--- config.mk ---
export PLATFORM = sky130hd
export DESIGN_NAME = fpuexc_ctrl
export DESIGN_NICKNAME = d
export VERILOG_FILES = /design/src/core/fpuexc_pkg.sv /design/src/core/fpuexc_ctrl.sv /design/src/core/fpuexc_default.sv
export SDC_FILE = /design/constraint.sdc
export NUM_CORES = 1
export LEC_CHECK = 0
export BUFFER_PORTS_ARGS = -buffer_cell sky130_fd_sc_hd__buf_2
export CAP_MARGIN = 20
export CORE_ASPECT_RATIO = 0.75
export CORE_MARGIN = 2
export CORE_UTILIZATION = 47
export CTS_CLUSTER_SIZE = 25
export DETAILED_ROUTE_END_ITERATION = 16
export HOLD_SLACK_MARGIN = 0.06
export PLACE_DENSITY_LB_ADDON = 0.25
export SLEW_MARGIN = 20
export SYNTH_ARGS = -nofsm -noshare
export SYNTH_HDL_FRONTEND = slang
export SYNTH_SLANG_ARGS = --single-unit
export TNS_END_PERCENT = 50
--- constraint.sdc ---
create_clock -name aclk -period 1.7 [get_ports aclk]
set_input_delay 0.17 -clock aclk [delete_from_list [all_inputs] [get_ports aclk]]
set_output_delay 0.17 -clock aclk [all_outputs]
set_load 0.05 [all_outputs]
--- src/core/fpuexc_pkg.sv ---
package fpuexc_pkg;

    // cause/enable/flag field bit order: inexact, underflow, overflow, div-by-zero, invalid
    localparam int EXC_INEXACT   = 0;
    localparam int EXC_UNDERFLOW = 1;
    localparam int EXC_OVERFLOW  = 2;
    localparam int EXC_DIVZERO   = 3;
    localparam int EXC_INVALID   = 4;
    localparam int EXC_W         = 5;

    // rounding mode encodings, low two bits of control/status
    localparam logic [1:0] round_nearest_even    = 2'h0;
    localparam logic [1:0] round_toward_zero     = 2'h1;
    localparam logic [1:0] round_toward_plus_inf = 2'h2;
    localparam logic [1:0] round_toward_minus_inf = 2'h3;

    // control/status layout (our own register map)
    localparam int CSR_ROUND_LSB = 0;
    localparam int CSR_FLAG_LSB  = 2;
    localparam int CSR_EN_LSB    = 7;
    localparam int CSR_CAUSE_LSB = 12;
    localparam int CSR_UNIMP_BIT = 17;
    localparam int CSR_FLUSH_BIT = 24;

    // axi-lite register byte addresses
    localparam logic [7:0] ADDR_CSR     = 8'h00;
    localparam logic [7:0] ADDR_RESULT  = 8'h04;
    localparam logic [7:0] ADDR_STATUS  = 8'h08;
    localparam logic [1:0] RESP_OKAY    = 2'h0;
    localparam logic [1:0] RESP_SLVERR  = 2'h2;
    localparam logic [31:0] CSR_RESET   = 32'h0000_0000;

    // coprocessor fault code reported toward the system coprocessor (value arbitrary)
    localparam logic [4:0] COPROCESSOR_FAULT_CODE = 5'h0f;

    // single-precision special values
    localparam logic [30:0] MAG_INF      = 31'h7f80_0000;
    localparam logic [30:0] MAG_MAXFIN   = 31'h7f7f_ffff;
    localparam logic [30:0] MAG_MINFIN   = 31'h0000_0001;
    localparam logic [30:0] MAG_ZERO     = 31'h0000_0000;
    localparam logic [31:0] QUIET_NAN    = 32'h7fbf_ffff;

    // one operation's outcome from the datapath
    typedef struct packed {
        logic        valid;
        logic [31:0] rounded;     // rounded result, sign in bit 31
        logic        inexact;
        logic        exp_overflow;
        logic        exp_underflow;
        logic        div_zero;
        logic        invalid;
        logic        cvt_range;   // convert source out of integer range
        logic        denorm_op;
        logic        qnan_op;
        logic        unimpl_op;   // reserved opcode/format
    } fpuexc_op_type;

    typedef struct packed {
        logic        valid;
        logic        write;
        logic [31:0] data;
    } fpuexc_result_type;

endpackage

--- src/core/fpuexc_ctrl.sv ---
// Chosen here: the address map and the AXI4-Lite slave port.
`timescale 1ns/10ps
// Contract
// - five IEEE exceptions each keep a cause, enable and sticky flag bit.
// - a detected exception sets its cause bit regardless of enable.
// - disabled exception sets flag if the operation does not trap; enabled one leaves flag and requests a trap.
// - unimplemented has no enable or flag; it sets cause and always traps.
// - a trapping operation sets its cause bits at its start.
// - a non-trapping exception writes a default value and execution continues.
// - a trap reports the coprocessor fault code; cause bits give detail.
// - untrapped exceptions set flags; arithmetic never clears them.
// - flags clear only through a control register write.
// - untrapped inexact delivers the rounded result.
// - untrapped underflow in nearest or zero mode gives signed zero.
// - underflow toward plus/minus infinity gives min finite or zero by sign.
// - overflow gives signed infinity in nearest, signed max finite toward zero.
// - overflow toward plus/minus infinity gives infinity or max finite by sign.
// - untrapped divide by zero gives a correctly signed infinity.
// - untrapped invalid gives a quiet NaN.
// - underflow flushes only with both enables clear and flush set, else unimplemented.
// - exponent overflow sets both overflow and inexact cause bits.
// - convert out of integer range raises unimplemented, not invalid.
// - denormal or quiet NaN operand raises unimplemented and traps.
// - low two control bits select rounding mode.
// - an enabled cause bit, by write or operation, raises an exception.
module fpuexc_ctrl
    import fpuexc_pkg::*;
(
    // clock and reset
    input  wire logic               aclk,
    input  wire logic               aresetn,
    // axi4-lite write address
    input  wire logic               s_axi_awvalid,
    output logic                    s_axi_awready,
    input  wire logic [7:0]         s_axi_awaddr,
    // axi4-lite write data
    input  wire logic               s_axi_wvalid,
    output logic                    s_axi_wready,
    input  wire logic [31:0]        s_axi_wdata,
    input  wire logic [3:0]         s_axi_wstrb,
    // axi4-lite write response
    output logic                    s_axi_bvalid,
    input  wire logic               s_axi_bready,
    output logic [1:0]              s_axi_bresp,
    // axi4-lite read address
    input  wire logic               s_axi_arvalid,
    output logic                    s_axi_arready,
    input  wire logic [7:0]         s_axi_araddr,
    // axi4-lite read data
    output logic                    s_axi_rvalid,
    input  wire logic               s_axi_rready,
    output logic [31:0]             s_axi_rdata,
    output logic [1:0]              s_axi_rresp,
    // datapath outcome, same clock
    input  wire fpuexc_op_type      op,
    // destination write and trap request
    output fpuexc_result_type       result,
    output logic                    trap_req,
    output logic [4:0]              fault_code,
    output logic [1:0]              rmode
);

    // control/status state
    logic [1:0]       round_ff;
    logic [EXC_W-1:0] flag_ff;
    logic [EXC_W-1:0] en_ff;
    logic [EXC_W-1:0] cause_ff;
    logic             unimp_ff;
    logic             flush_ff;
    logic [31:0]      last_ff;

    // axi state
    logic             aw_ff;
    logic             w_ff;
    logic [7:0]       awaddr_ff;
    logic [31:0]      wdata_ff;
    logic             bvalid_ff;
    logic [1:0]       bresp_ff;
    logic             rvalid_ff;
    logic [31:0]      rdata_ff;
    logic [1:0]       rresp_ff;
    fpuexc_result_type result_ff;
    logic             trap_ff;

    // address decode used by both read and write paths
    function automatic logic addr_known(input logic [7:0] a);
        addr_known = (a == ADDR_CSR) || (a == ADDR_RESULT) || (a == ADDR_STATUS);
    endfunction

    // raw exception classification of this operation
    wire logic uf_flush = op.exp_underflow && !en_ff[EXC_UNDERFLOW]
                          && !en_ff[EXC_INEXACT] && flush_ff;
    wire logic unimp_now = op.unimpl_op || op.cvt_range
                           || op.denorm_op || op.qnan_op
                           || (op.exp_underflow && !uf_flush);
    logic [EXC_W-1:0] ieee_now;
    always_comb begin
        ieee_now                = '0;
        ieee_now[EXC_INEXACT]   = op.inexact || op.exp_overflow || uf_flush;
        ieee_now[EXC_UNDERFLOW] = uf_flush;
        ieee_now[EXC_OVERFLOW]  = op.exp_overflow;
        ieee_now[EXC_DIVZERO]   = op.div_zero;
        ieee_now[EXC_INVALID]   = op.invalid && !op.cvt_range;
    end

    // unimplemented masks ieee causes; trap if enabled or unimplemented
    wire logic [EXC_W-1:0] op_cause = unimp_now ? '0 : ieee_now;
    wire logic op_traps = unimp_now || |(op_cause & en_ff);
    wire logic [31:0] dflt_value;

    fpuexc_default u_default (
        .rmode   (round_ff),
        .rounded (op.rounded),
        .cause   (op_cause),
        .value   (dflt_value)
    );

    // axi write accept
    wire logic aw_take = s_axi_awvalid && s_axi_awready;
    wire logic w_take  = s_axi_wvalid && s_axi_wready;
    wire logic aw_have = aw_ff || aw_take;
    wire logic w_have  = w_ff || w_take;
    wire logic [7:0]  wr_addr = aw_ff ? awaddr_ff : s_axi_awaddr;
    wire logic [31:0] wr_data = w_ff ? wdata_ff : s_axi_wdata;
    wire logic wr_fire = aw_have && w_have && !bvalid_ff;
    // full-word writes only when data fires on arrival; strobes of write data held in wdata_ff are not checked
    wire logic csr_wr = wr_fire && (wr_addr == ADDR_CSR) && (s_axi_wstrb == 4'hf || w_ff);
    wire logic [EXC_W-1:0] wr_cause = wr_data[CSR_CAUSE_LSB +: EXC_W];
    wire logic [EXC_W-1:0] wr_en    = wr_data[CSR_EN_LSB +: EXC_W];

    // control/status next values; a write overrides a same-cycle operation except for its flag sets
    logic [EXC_W-1:0] nxt_flag_ff;
    logic [EXC_W-1:0] nxt_cause_ff;
    logic             nxt_unimp_ff;
    always_comb begin
        nxt_flag_ff  = flag_ff;
        nxt_cause_ff = cause_ff;
        nxt_unimp_ff = unimp_ff;
        if (op.valid) begin
            nxt_cause_ff = op_cause;
            nxt_unimp_ff = unimp_now;
            if (!op_traps) begin
                nxt_flag_ff = flag_ff | op_cause;
            end
        end
        if (csr_wr) begin
            nxt_cause_ff = wr_cause;
            nxt_unimp_ff = wr_data[CSR_UNIMP_BIT];
            // hardware set wins over a clearing write in the same cycle
            nxt_flag_ff  = wr_data[CSR_FLAG_LSB +: EXC_W]
                           | ((op.valid && !op_traps) ? op_cause : '0);
        end
    end

    // trap after a write that leaves enabled cause bits set
    wire logic wr_traps = csr_wr && (|(wr_cause & wr_en) || wr_data[CSR_UNIMP_BIT]);

    // control/status register
    always_ff @(posedge aclk) begin
        if (!aresetn) begin
            round_ff <= CSR_RESET[CSR_ROUND_LSB +: 2];
            flag_ff  <= '0;
            en_ff    <= '0;
            cause_ff <= '0;
            unimp_ff <= 1'b0;
            flush_ff <= 1'b0;
        end else begin
            flag_ff  <= nxt_flag_ff;
            cause_ff <= nxt_cause_ff;
            unimp_ff <= nxt_unimp_ff;
            if (csr_wr) begin
                round_ff <= wr_data[CSR_ROUND_LSB +: 2];
                en_ff    <= wr_en;
                flush_ff <= wr_data[CSR_FLUSH_BIT];
            end
        end
    end

    // result write and trap request
    always_ff @(posedge aclk) begin
        if (!aresetn) begin
            result_ff <= '0;
            trap_ff   <= 1'b0;
            last_ff   <= '0;
        end else begin
            result_ff.valid <= op.valid;
            result_ff.write <= op.valid && !op_traps;
            result_ff.data  <= dflt_value;
            trap_ff         <= (op.valid && op_traps) || wr_traps;
            if (op.valid && !op_traps) begin
                last_ff <= dflt_value;
            end
        end
    end

    // axi write channel
    always_ff @(posedge aclk) begin
        if (!aresetn) begin
            aw_ff     <= 1'b0;
            w_ff      <= 1'b0;
            awaddr_ff <= '0;
            wdata_ff  <= '0;
            bvalid_ff <= 1'b0;
            bresp_ff  <= RESP_OKAY;
        end else begin
            if (aw_take) begin
                awaddr_ff <= s_axi_awaddr;
            end
            if (w_take) begin
                wdata_ff <= s_axi_wdata;
            end
            aw_ff <= aw_have && !wr_fire;
            w_ff  <= w_have && !wr_fire;
            if (wr_fire) begin
                bvalid_ff <= 1'b1;
                bresp_ff  <= addr_known(wr_addr) ? RESP_OKAY : RESP_SLVERR;
            end else if (s_axi_bready) begin
                bvalid_ff <= 1'b0;
            end
        end
    end

    // read mux
    logic [31:0] rd_word;
    always_comb begin
        rd_word = '0;
        if (s_axi_araddr == ADDR_CSR) begin
            rd_word[CSR_ROUND_LSB +: 2]    = round_ff;
            rd_word[CSR_FLAG_LSB +: EXC_W] = flag_ff;
            rd_word[CSR_EN_LSB +: EXC_W]   = en_ff;
            rd_word[CSR_CAUSE_LSB +: EXC_W] = cause_ff;
            rd_word[CSR_UNIMP_BIT]         = unimp_ff;
            rd_word[CSR_FLUSH_BIT]         = flush_ff;
        end else if (s_axi_araddr == ADDR_RESULT) begin
            rd_word = last_ff;
        end else if (s_axi_araddr == ADDR_STATUS) begin
            rd_word = {26'h0, trap_ff, COPROCESSOR_FAULT_CODE};
        end
    end

    // axi read channel, one cycle answer
    always_ff @(posedge aclk) begin
        if (!aresetn) begin
            rvalid_ff <= 1'b0;
            rdata_ff  <= '0;
            rresp_ff  <= RESP_OKAY;
        end else if (s_axi_arvalid && s_axi_arready) begin
            rvalid_ff <= 1'b1;
            rdata_ff  <= rd_word;
            rresp_ff  <= addr_known(s_axi_araddr) ? RESP_OKAY : RESP_SLVERR;
        end else if (s_axi_rready) begin
            rvalid_ff <= 1'b0;
        end
    end

    // ready flags track the holding registers, so outputs stay registered
    logic awready_ff;
    logic wready_ff;
    logic arready_ff;
    always_ff @(posedge aclk) begin
        if (!aresetn) begin
            awready_ff <= 1'b0;
            wready_ff  <= 1'b0;
            arready_ff <= 1'b0;
        end else begin
            awready_ff <= !(aw_have && !wr_fire) && !wr_fire && !aw_take;
            wready_ff  <= !(w_have && !wr_fire) && !wr_fire && !w_take;
            // an address is only taken while ready is shown, so no answer goes out unasked
            arready_ff <= !(s_axi_arvalid && s_axi_arready) && !rvalid_ff;
        end
    end

    // fault code is constant while a trap is requested
    always_ff @(posedge aclk) begin
        if (!aresetn) begin
            fault_code <= '0;
        end else begin
            fault_code <= COPROCESSOR_FAULT_CODE;
        end
    end

    assign s_axi_awready = awready_ff;
    assign s_axi_wready  = wready_ff;
    assign s_axi_arready = arready_ff;
    assign s_axi_bvalid  = bvalid_ff;
    assign s_axi_bresp   = bresp_ff;
    assign s_axi_rvalid  = rvalid_ff;
    assign s_axi_rdata   = rdata_ff;
    assign s_axi_rresp   = rresp_ff;
    assign result        = result_ff;
    assign trap_req      = trap_ff;
    assign rmode         = round_ff;

    // trapping operation never writes the destination
    property p_trap_no_write;
        @(posedge aclk) disable iff (!aresetn)
        (op.valid && op_traps) |=> (trap_req && !result.write);
    endproperty
    a_trap_no_write: assert property (p_trap_no_write) else $error("trapping op wrote result");

    // untrapped op writes result next cycle
    property p_untrapped_write;
        @(posedge aclk) disable iff (!aresetn)
        (op.valid && !op_traps) |=> result.write;
    endproperty
    a_untrapped_write: assert property (p_untrapped_write) else $error("untrapped op did not write");

    // cause follows the operation
    property p_cause_update;
        @(posedge aclk) disable iff (!aresetn)
        (op.valid && !csr_wr) |=> (cause_ff == $past(op_cause));
    endproperty
    a_cause_update: assert property (p_cause_update) else $error("cause not overwritten");

    // flags never drop without a write
    property p_flag_sticky;
        @(posedge aclk) disable iff (!aresetn)
        !csr_wr |=> ((flag_ff & $past(flag_ff)) == $past(flag_ff));
    endproperty
    a_flag_sticky: assert property (p_flag_sticky) else $error("flag cleared without write");

    // denormal, quiet nan and convert-range unimplemented conditions always trap
    property p_unimp_trap;
        @(posedge aclk) disable iff (!aresetn)
        (op.valid && !csr_wr && (op.denorm_op || op.qnan_op || op.cvt_range)) |=> (trap_req && unimp_ff);
    endproperty
    a_unimp_trap: assert property (p_unimp_trap) else $error("unimplemented did not trap");

    // overflow sets both overflow and inexact
    property p_ovf_inexact;
        @(posedge aclk) disable iff (!aresetn)
        (op.valid && op.exp_overflow && !unimp_now && !csr_wr)
            |=> (cause_ff[EXC_OVERFLOW] && cause_ff[EXC_INEXACT]);
    endproperty
    a_ovf_inexact: assert property (p_ovf_inexact) else $error("overflow causes wrong");

    // enabled cause written by software traps
    property p_write_trap;
        @(posedge aclk) disable iff (!aresetn)
        (csr_wr && |(wr_cause & wr_en)) |=> trap_req;
    endproperty
    a_write_trap: assert property (p_write_trap) else $error("write with enabled cause did not trap");

    // untrapped invalid yields quiet nan
    property p_invalid_qnan;
        @(posedge aclk) disable iff (!aresetn)
        (op.valid && !op_traps && op_cause[EXC_INVALID]) |=> (result.data == QUIET_NAN);
    endproperty
    a_invalid_qnan: assert property (p_invalid_qnan) else $error("invalid default not qnan");

endmodule // fpuexc_ctrl

--- src/core/fpuexc_default.sv ---
`timescale 1ns/10ps
// default substitute value for an untrapped exception
module fpuexc_default
    import fpuexc_pkg::*;
(
    // operation
    input  wire logic [1:0]  rmode,
    input  wire logic [31:0] rounded,
    input  wire logic [EXC_W-1:0] cause,
    // result
    output logic [31:0]      value
);

    wire logic sgn = rounded[31];

    // priority: invalid, div-by-zero, overflow, underflow, inexact
    always_comb begin
        value = rounded;
        if (cause[EXC_INVALID]) begin
            value = QUIET_NAN;
        end else if (cause[EXC_DIVZERO]) begin
            value = {sgn, MAG_INF};
        end else if (cause[EXC_OVERFLOW]) begin
            case (rmode)
                round_nearest_even:    value = {sgn, MAG_INF};
                round_toward_zero:     value = {sgn, MAG_MAXFIN};
                round_toward_plus_inf: value = {sgn, sgn ? MAG_MAXFIN : MAG_INF};
                default:               value = {sgn, sgn ? MAG_INF : MAG_MAXFIN};
            endcase
        end else if (cause[EXC_UNDERFLOW]) begin
            case (rmode)
                round_nearest_even:    value = {sgn, MAG_ZERO};
                round_toward_zero:     value = {sgn, MAG_ZERO};
                round_toward_plus_inf: value = {sgn, sgn ? MAG_ZERO : MAG_MINFIN};
                default:               value = {sgn, sgn ? MAG_MINFIN : MAG_ZERO};
            endcase
        end
    end

endmodule // fpuexc_default

==> results of run 1 <==
worst max-delay path, cell delays in order, from the launching register on:
cell,delay (ps)
dfxtp_1,310
or4b_4,550
o22ai_4,150
nand4_1,150
buf_6,190
buf_12,150
nand3_2,90
o311ai_4,90
logic make-up (layout without fill, tap and decap cells):
kind of cell	count (synthesis)	after routing	share of synthesized area (%)
buffers and inverters	76	316	5.50
XOR/XNOR	1	1	0.134
flip-flops	155	155	47.4
AO/OA/AOI/OAI	270	270	24.0
multiplexers	35	35	5.56
AND/OR/NAND/NOR	252	253	17.4
other	1	4	0.0572
cell type report:
type	count	area (um2)
Antenna cell	1	2.50
Clock buffer	21	482
Clock inverter	11	179
Fill cell	1046	4260
Inverter	6	25.0
Multi-Input combinational cell	562	3390
Sequential cell	155	3120
Tap cell	175	219
Timing Repair Buffer	278	1980
power groups by stage:
stage	Clock (W)	Combinational (W)	Sequential (W)
after floorplan	0	0.000456	0.00409
after CTS	0.00424	0.00110	0.00380
final	0.00425	0.00115	0.00380
after detailed placement	0	0.000998	0.00388
after global routing	0.00443	0.00123	0.00381
after global placement	0	0.000992	0.00387
sequential cells by signal, summed over array words and instances (netlist names), 2 cells and up:
name / flops
awaddr_ff: 8
flag_ff: 5
cause_ff: 5
last_ff: 32
rmode: 2
s_axi_rdata: 32
wdata_ff: 19
en_ff: 5
result: 34
metal layers:
layer,vias up,GRT usage (%)
li1,3257,-
met1,3186,34.0
met2,262,43.8
met3,31,6.53
met4,0,8.30
met5,-,0
metrics by stage:
stage	instances	hold WS, ps
after global placement	1114	422
after global routing	1209	62.9
after floorplan	792	198
after detailed placement	1114	427
after CTS	1197	61.1
final	1209	60.0
cells in the final DEF, fill, tap and decap left out, drive strengths merged, types with 2 or more instances in the layout:
cell / synthesis / routed
a2111oi: 2 / 2
a211o: 2 / 2
a211oi: 13 / 13
a21boi: 2 / 2
a21oi: 163 / 163
a22oi: 15 / 15
a2bb2oi: 2 / 2
a31oi: 4 / 4
and2: 4 / 5
and3: 3 / 3
buf: 29 / 228
bufinv: 0 / 4
clkbuf: 41 / 23
clkinv: 2 / 2
clkinvlp: 0 / 2
conb: 1 / 3
dfxtp: 155 / 155
dlygate4sd3: 0 / 48
inv: 4 / 9
mux2: 11 / 11
mux2i: 24 / 24
nand2: 101 / 101
nand2b: 4 / 4
nand3: 19 / 19
nand3b: 2 / 2
nand4: 2 / 2
nand4b: 2 / 2
nor2: 82 / 82
nor2b: 3 / 3
nor3: 12 / 12
nor4: 3 / 3
o21ai: 50 / 50
o221ai: 2 / 2
o22ai: 3 / 3
o311ai: 4 / 4
or3: 5 / 5
or3b: 3 / 3
or4: 3 / 3
cell usage after synthesis, types with 2 or more instances:
cell type / count / area [um2]
buf_1: 3 / 11.3
a21oi_1: 159 / 796
dfxtp_1: 155 / 3100
o21ai_0: 49 / 245
a22oi_1: 15 / 113
o221ai_1: 2 / 17.5
o22ai_1: 2 / 12.5
a211oi_1: 12 / 90.1
nand3b_1: 2 / 15.0
o311ai_2: 4 / 65.1
clkbuf_1: 40 / 150
a21oi_2: 4 / 35.0
nand4_1: 2 / 12.5
nand2b_1: 4 / 25.0
a21boi_0: 2 / 15.0
mux2_2: 11 / 124
nand2_1: 101 / 379
and2_1: 3 / 18.8
mux2i_1: 24 / 240
clkinv_1: 2 / 7.51
and3_1: 3 / 18.8
a31oi_1: 4 / 25.0
nor3_1: 11 / 55.1
inv_1: 4 / 15.0
nor4_1: 2 / 12.5
a2111oi_0: 2 / 17.5
or3b_2: 2 / 17.5
nor2_1: 82 / 308
buf_2: 16 / 80.1
a2bb2oi_1: 2 / 17.5
nor2b_1: 3 / 18.8
or3_1: 5 / 31.3
nand4b_1: 2 / 17.5
a211o_1: 2 / 17.5
buf_4: 8 / 60.1
nand3_1: 18 / 90.1
or4_1: 3 / 22.5
timing repair:
item | in CTS | in global routing
setup buffers | 2 | 5
endpoints found under the setup margin | 60 | 81
resized for setup | 34 | 62
gates cloned | 1 | 7
hold buffers | 48 | 0
hold endpoints to repair | 48 | 0
pin swaps | 17 | 19
worst max-delay path by stage:
stage	endpoint	slack, ps	depth (start not counted)
floorplan	unimp_ff	-90	7
global placement	flag_ff[1]	-120	7
detailed placement	cause_ff[1]	-140	7
CTS	flag_ff[0]	-110	6
global route	flag_ff[0]	-150	6
finish	flag_ff[3]	-120	7
==> out/qor.tcl, run 1 <==
set qor(floorplan.initialDensity_pct) 48.0
set qor(areaGrowthSynthToFinish_pct) 43.5
set qor(detailedRoute.firstIterationViolations) 516
set qor(startpoint_of_the_tightest_hold_check_path) {op[14]}
set qor(ys_flop_type) {dfxtp_1}
set qor(postRouteAntennaNets) 0
set qor(async_reset_ff_share_pct) 0
set qor(post-dp-hpwl_um) 13100
set qor(critPathLaunch) {awaddr_ff[7]}
set qor(die_height_um) 106
set qor(timing.fmax_ghz) 0.550
set qor(finalPower_w) 0.00919
set qor(largest_net_degree_at_the_start_of_global_routing) 96
set qor(final-max-slew-violation-count) 0
set qor(die_w_um) 140
set qor(preCtsSetupSlack_ps) -138
set qor(yosys_warnings) 0
set qor(finalHoldViolCount) 0
set qor(clock_power_share_pct) 46.2
set qor(tritoncts.num_buffers) 17
set qor(syn-instance-count) 790
set qor(r2r-start) {awaddr_ff[7]}
set qor(drive_gt1_share_pct) 33.0
set qor(worst_hold_path.num_cells) 3
set qor(crit_path_max_fanout) 7
set qor(number_of_synthesized_flops_with_an_enable_pin) 0
set qor(tritoncts) {done}
set qor(worstPathRequired_ps) 1990
set qor(worst_skew_pair.late_latency_ps) 430
set qor(power_switching_w) 0.00239
set qor(global_route_wire_length_before_repair_um) 31600
set qor(syn-cell-area_um2) 6550
set qor(rsz_0062_raised_after_global_routing) {yes}
set qor(highest_layer) {met4}
set qor(power.switching_fraction_pct) 26.0
set qor(core_um2) 13700
set qor(violations) {setup timing}
set qor(total_iterations_of_the_first_detailed_routing_run) 5
set qor(power.sequential.fraction_pct) 41.3
set qor(floorplan.rows) 37
set qor(hold_end) {result[5]}
set qor(drt-wirelength-per-cell_um) 17.0
set qor(power.density_cell_area_nw_per_um2) 977
set qor(antenna_found_initial) 1
set qor(num_io_pins) 184
set qor(critical_path.startpoint_type) {flop}
set qor(internal_power_w) 0.00680
set qor(grt_pass1_vias) 6298
set qor(crit_type) {flop to flop}
set qor(post_synth.cell_area_avg_um2) 8.29
set qor(final_core_utilization_pct) 68.8
set qor(totalWireLength_um) 20600
set qor(overflow) 0
set qor(num-nets-final) 1121
set qor(timing.critical_path.arrival_ps) 2110
set qor(clock_tree.root_cell) {clkbuf_16}
set qor(port-buffer-count) 167
set qor(cts.htree.levels) 4
set qor(setup_tns_ps) -1350
set qor(fp.dieArea_um2) 14900
set qor(final.period_utilization_pct) 107
set qor(run_status) {finished with violations}
set qor(type_of_destination_of_the_critical_path) {flop}
set qor(routabilityCongestion) 0.826
set qor(power_frac_comb_pct) 12.5
set qor(synth_sequential_area_ratio_pct) 47.4
set qor(placement.cell_area_um2) 7730
set qor(max_cap_viol_count) 0
set qor(count_of_unique_library_cells_instantiated_by_yosys) 62
set qor(reg2reg_depth) 7
set qor(min-delay-path-class) {input pin to flop}
set qor(r2r_end) {flag_ff[3]}
set qor(met2WireLength_um) 9620
set qor(timing.final.setup_violations) 22
set qor(layout_setup_ws_ps) -119
set qor(worst_ir_drop_vdd_mv) 0.777
set qor(clock_sinks) 155
set qor(clkTransAtPathRegs_ps) 60
set qor(grt_util_all_layers_pct) 26.4
set qor(cts-root-to-sink-buffers) 2
set qor(wl_met3_um) 1370
set qor(final_cell_area_um2) 9400
set qor(yosys_register_bits) 155
set qor(met1_routed_wirelength_after_detailed_routing_um) 9150
set qor(p_leak_nw) 3.89
set qor(routed-via-count) 6736
set qor(finalClockSkew_ps) 9.21
set qor(reg2reg_slack_ps) -120
set qor(timing_worst_slew_pin_value_ps) 730
set qor(remaining_drc_errors) 0
set qor(detail_route.vias_per_cell) 5.57
set qor(final.min_clock_period_ps) 1820
set qor(timing.slew.headroom_pct) 51.3
(Power assumes the default switching activity.)
==> run 2, diff against run 1 <==
- CORE_ASPECT_RATIO: 0.75 -> 0.8
- SETUP_SLACK_MARGIN: unset -> 0.05
==> run 2 against run 1 <==
Net effect:
- the run still ends with setup timing left
- largest power group is now registers
- final cell count shrank 0.25%
- critical path depth stayed put
- largest cell class unchanged
- sequential power hardly changed
- fmax up 1.9%
- via count is 1.4% lower
- first-iteration DRC count rose by 24%
- critical path type unchanged
==> out/qor.tcl, run 2 (synthesis results as in run 1) <==
set qor(placement.cell_area_um2) 7720
set qor(clkTransAtPathRegs_ps) 60
set qor(clock_tree.root_cell) {clkbuf_16}
set qor(seq_area_um2) 3130
set qor(power.sequential.fraction_pct) 44.3
set qor(layout_setup_ws_ps) -85.0
set qor(postRouteAntennaNets) 0
set qor(total_iterations_of_the_first_detailed_routing_run) 5
set qor(tritoncts) {done}
set qor(most_common_cell_after_layout_fill_and_taps_aside) {buf_2}
set qor(worstPathRequired_ps) 2040
set qor(layout.cells.non_filler) 1206
set qor(critPathLaunch) {flush_ff}
set qor(post-dp-hpwl_um) 12900
set qor(power.density_cell_area_nw_per_um2) 944
set qor(cts-root-to-sink-buffers) 2
set qor(cts.htree.levels) 4
set qor(crit_type) {flop to flop}
set qor(run_status) {finished with violations}
set qor(final.min_clock_period_ps) 1780
set qor(max_cap_viol_count) 0
set qor(finalHoldViolCount) 0
set qor(holdWs_ps) 71.4
set qor(areaGrowthSynthToFinish_pct) 38.5
set qor(floorplan.rows) 38
set qor(die_w_um) 136
set qor(violations) {setup timing}
set qor(routed-via-count) 6639
set qor(timing.slew.headroom_pct) 49.3
set qor(n_fill_cell) 1161
set qor(type_of_destination_of_the_critical_path) {flop}
set qor(finalPower_w) 0.00857
set qor(rsz_0062_raised_after_global_routing) {yes}
set qor(timing_worst_slew_pin_value_ps) 761
set qor(antenna_found_initial) 1
set qor(clock_sinks) 155
set qor(internal_power_w) 0.00635
set qor(drive_gt1_share_pct) 30.4
set qor(power_frac_comb_pct) 13.2
set qor(worst_skew_pair.late_latency_ps) 430
set qor(detail_route.vias_per_cell) 5.50
set qor(final-max-slew-violation-count) 0
set qor(finalClockSkew_ps) 7.08
set qor(critical_path.startpoint_type) {flop}
set qor(timing.fmax_ghz) 0.560
set qor(routabilityCongestion) 0.822
set qor(final.period_utilization_pct) 105
set qor(place_inst) 1113
set qor(layout.cells.most_common_list) {167 x buf_2, 154 x a21oi_1, 146 x dfxtp_1}
set qor(grt_pass1_vias) 6006
set qor(core_um2) 13600
set qor(floorplan.initialDensity_pct) 48.2
set qor(power.switching_fraction_pct) 25.9
set qor(drt-wirelength-per-cell_um) 16.4
set qor(timing.final.setup_violations) 18
set qor(largest_net_degree_at_the_start_of_global_routing) 60
set qor(power_switching_w) 0.00222
set qor(largest_register_ff_count) 34
set qor(detailedRoute.firstIterationViolations) 641
set qor(clock_power_share_pct) 42.4
set qor(die_height_um) 110
set qor(global_route_wire_length_before_repair_um) 30000
set qor(r2r-start) {flush_ff}
set qor(num-nets-final) 1114
set qor(remaining_drc_errors) 0
set qor(num_io_pins) 184
set qor(fp.dieArea_um2) 14900
set qor(min-delay-path-class) {input pin to flop}
set qor(p_leak_nw) 3.76
set qor(worst_ir_drop_vdd_mv) 0.775
set qor(timing.critical_path.arrival_ps) 2120
set qor(tritoncts.num_buffers) 17
set qor(multi_input_comb_area_um2) 3250
set qor(crit_path_max_fanout) 8
set qor(overflow) 0
set qor(totalWireLength_um) 19800
set qor(grt_util_all_layers_pct) 25.7
set qor(startpoint_of_the_tightest_hold_check_path) {op[15]}
set qor(port-buffer-count) 167
set qor(final_cell_area_um2) 9070
run 2: timing repair:
action / in CTS / in global routing
hold buffers: 51 / 0
endpoints found under the setup margin: 54 / 62
endpoints found under the hold margin: 51 / 0
cloned: 0 / 5
gates resized for setup: 18 / 35
setup buffers: 1 / 4
pin swaps: 11 / 15
run 2: routing by layer:
metal	vias to the layer above	GRT usage [%]	part of all wire, %
met5	-	0	0
met4	0	9.45	2.4
met2	263	41.5	46
met3	34	6.59	7.3
li1	3221	-	-
met1	3121	33.2	44
run 2: layout make-up:
cell class	count	area share [%]
diodes	1	0.0276
clock inverters	7	0.690
inverters	6	0.276
clock buffers	24	5.54
multi-input cells	564	35.9
well taps	180	2.48
flip-flops and latches	155	34.5
repair buffers	269	20.7
run 2: worst paths after layout:
check        slack [ps]     endpoint  cells past startpoint
max                 -80   flag_ff[4]                      7
min                  70    result[6]                      3
max reg2reg         -80   flag_ff[4]                      7
min reg2reg         450  wdata_ff[0]                      2
run 2: metrics by stage:
step	setup WS, ps	setup TNS, ps	utilization (%)
floorplan	-73.2	-73.2	-
global placement	-148	-1280	56.8
global route	-139	-2740	66.7
CTS	-62.9	-276	65.2
detailed placement	-188	-2390	56.8
finish	-85.0	-554	66.7
run 2: power by group through the flow:
stage | clock network, W | logic, W | registers [W]
final | 0.00364 | 0.00113 | 0.00380
after global routing | 0.00384 | 0.00122 | 0.00381
after CTS | 0.00367 | 0.00111 | 0.00380
after detailed placement | 0 | 0.00101 | 0.00388
after global placement | 0 | 0.00100 | 0.00387
after floorplan | 0 | 0.000465 | 0.00409
run 2: worst max-delay path, cell delays in order (launching register included):
cell,delay [ps]
dfxtp_4,370
nor3b_4,230
buf_6,150
o21ai_4,80
nor3_4,220
buf_12,160
or3b_4,400
o311ai_2,70
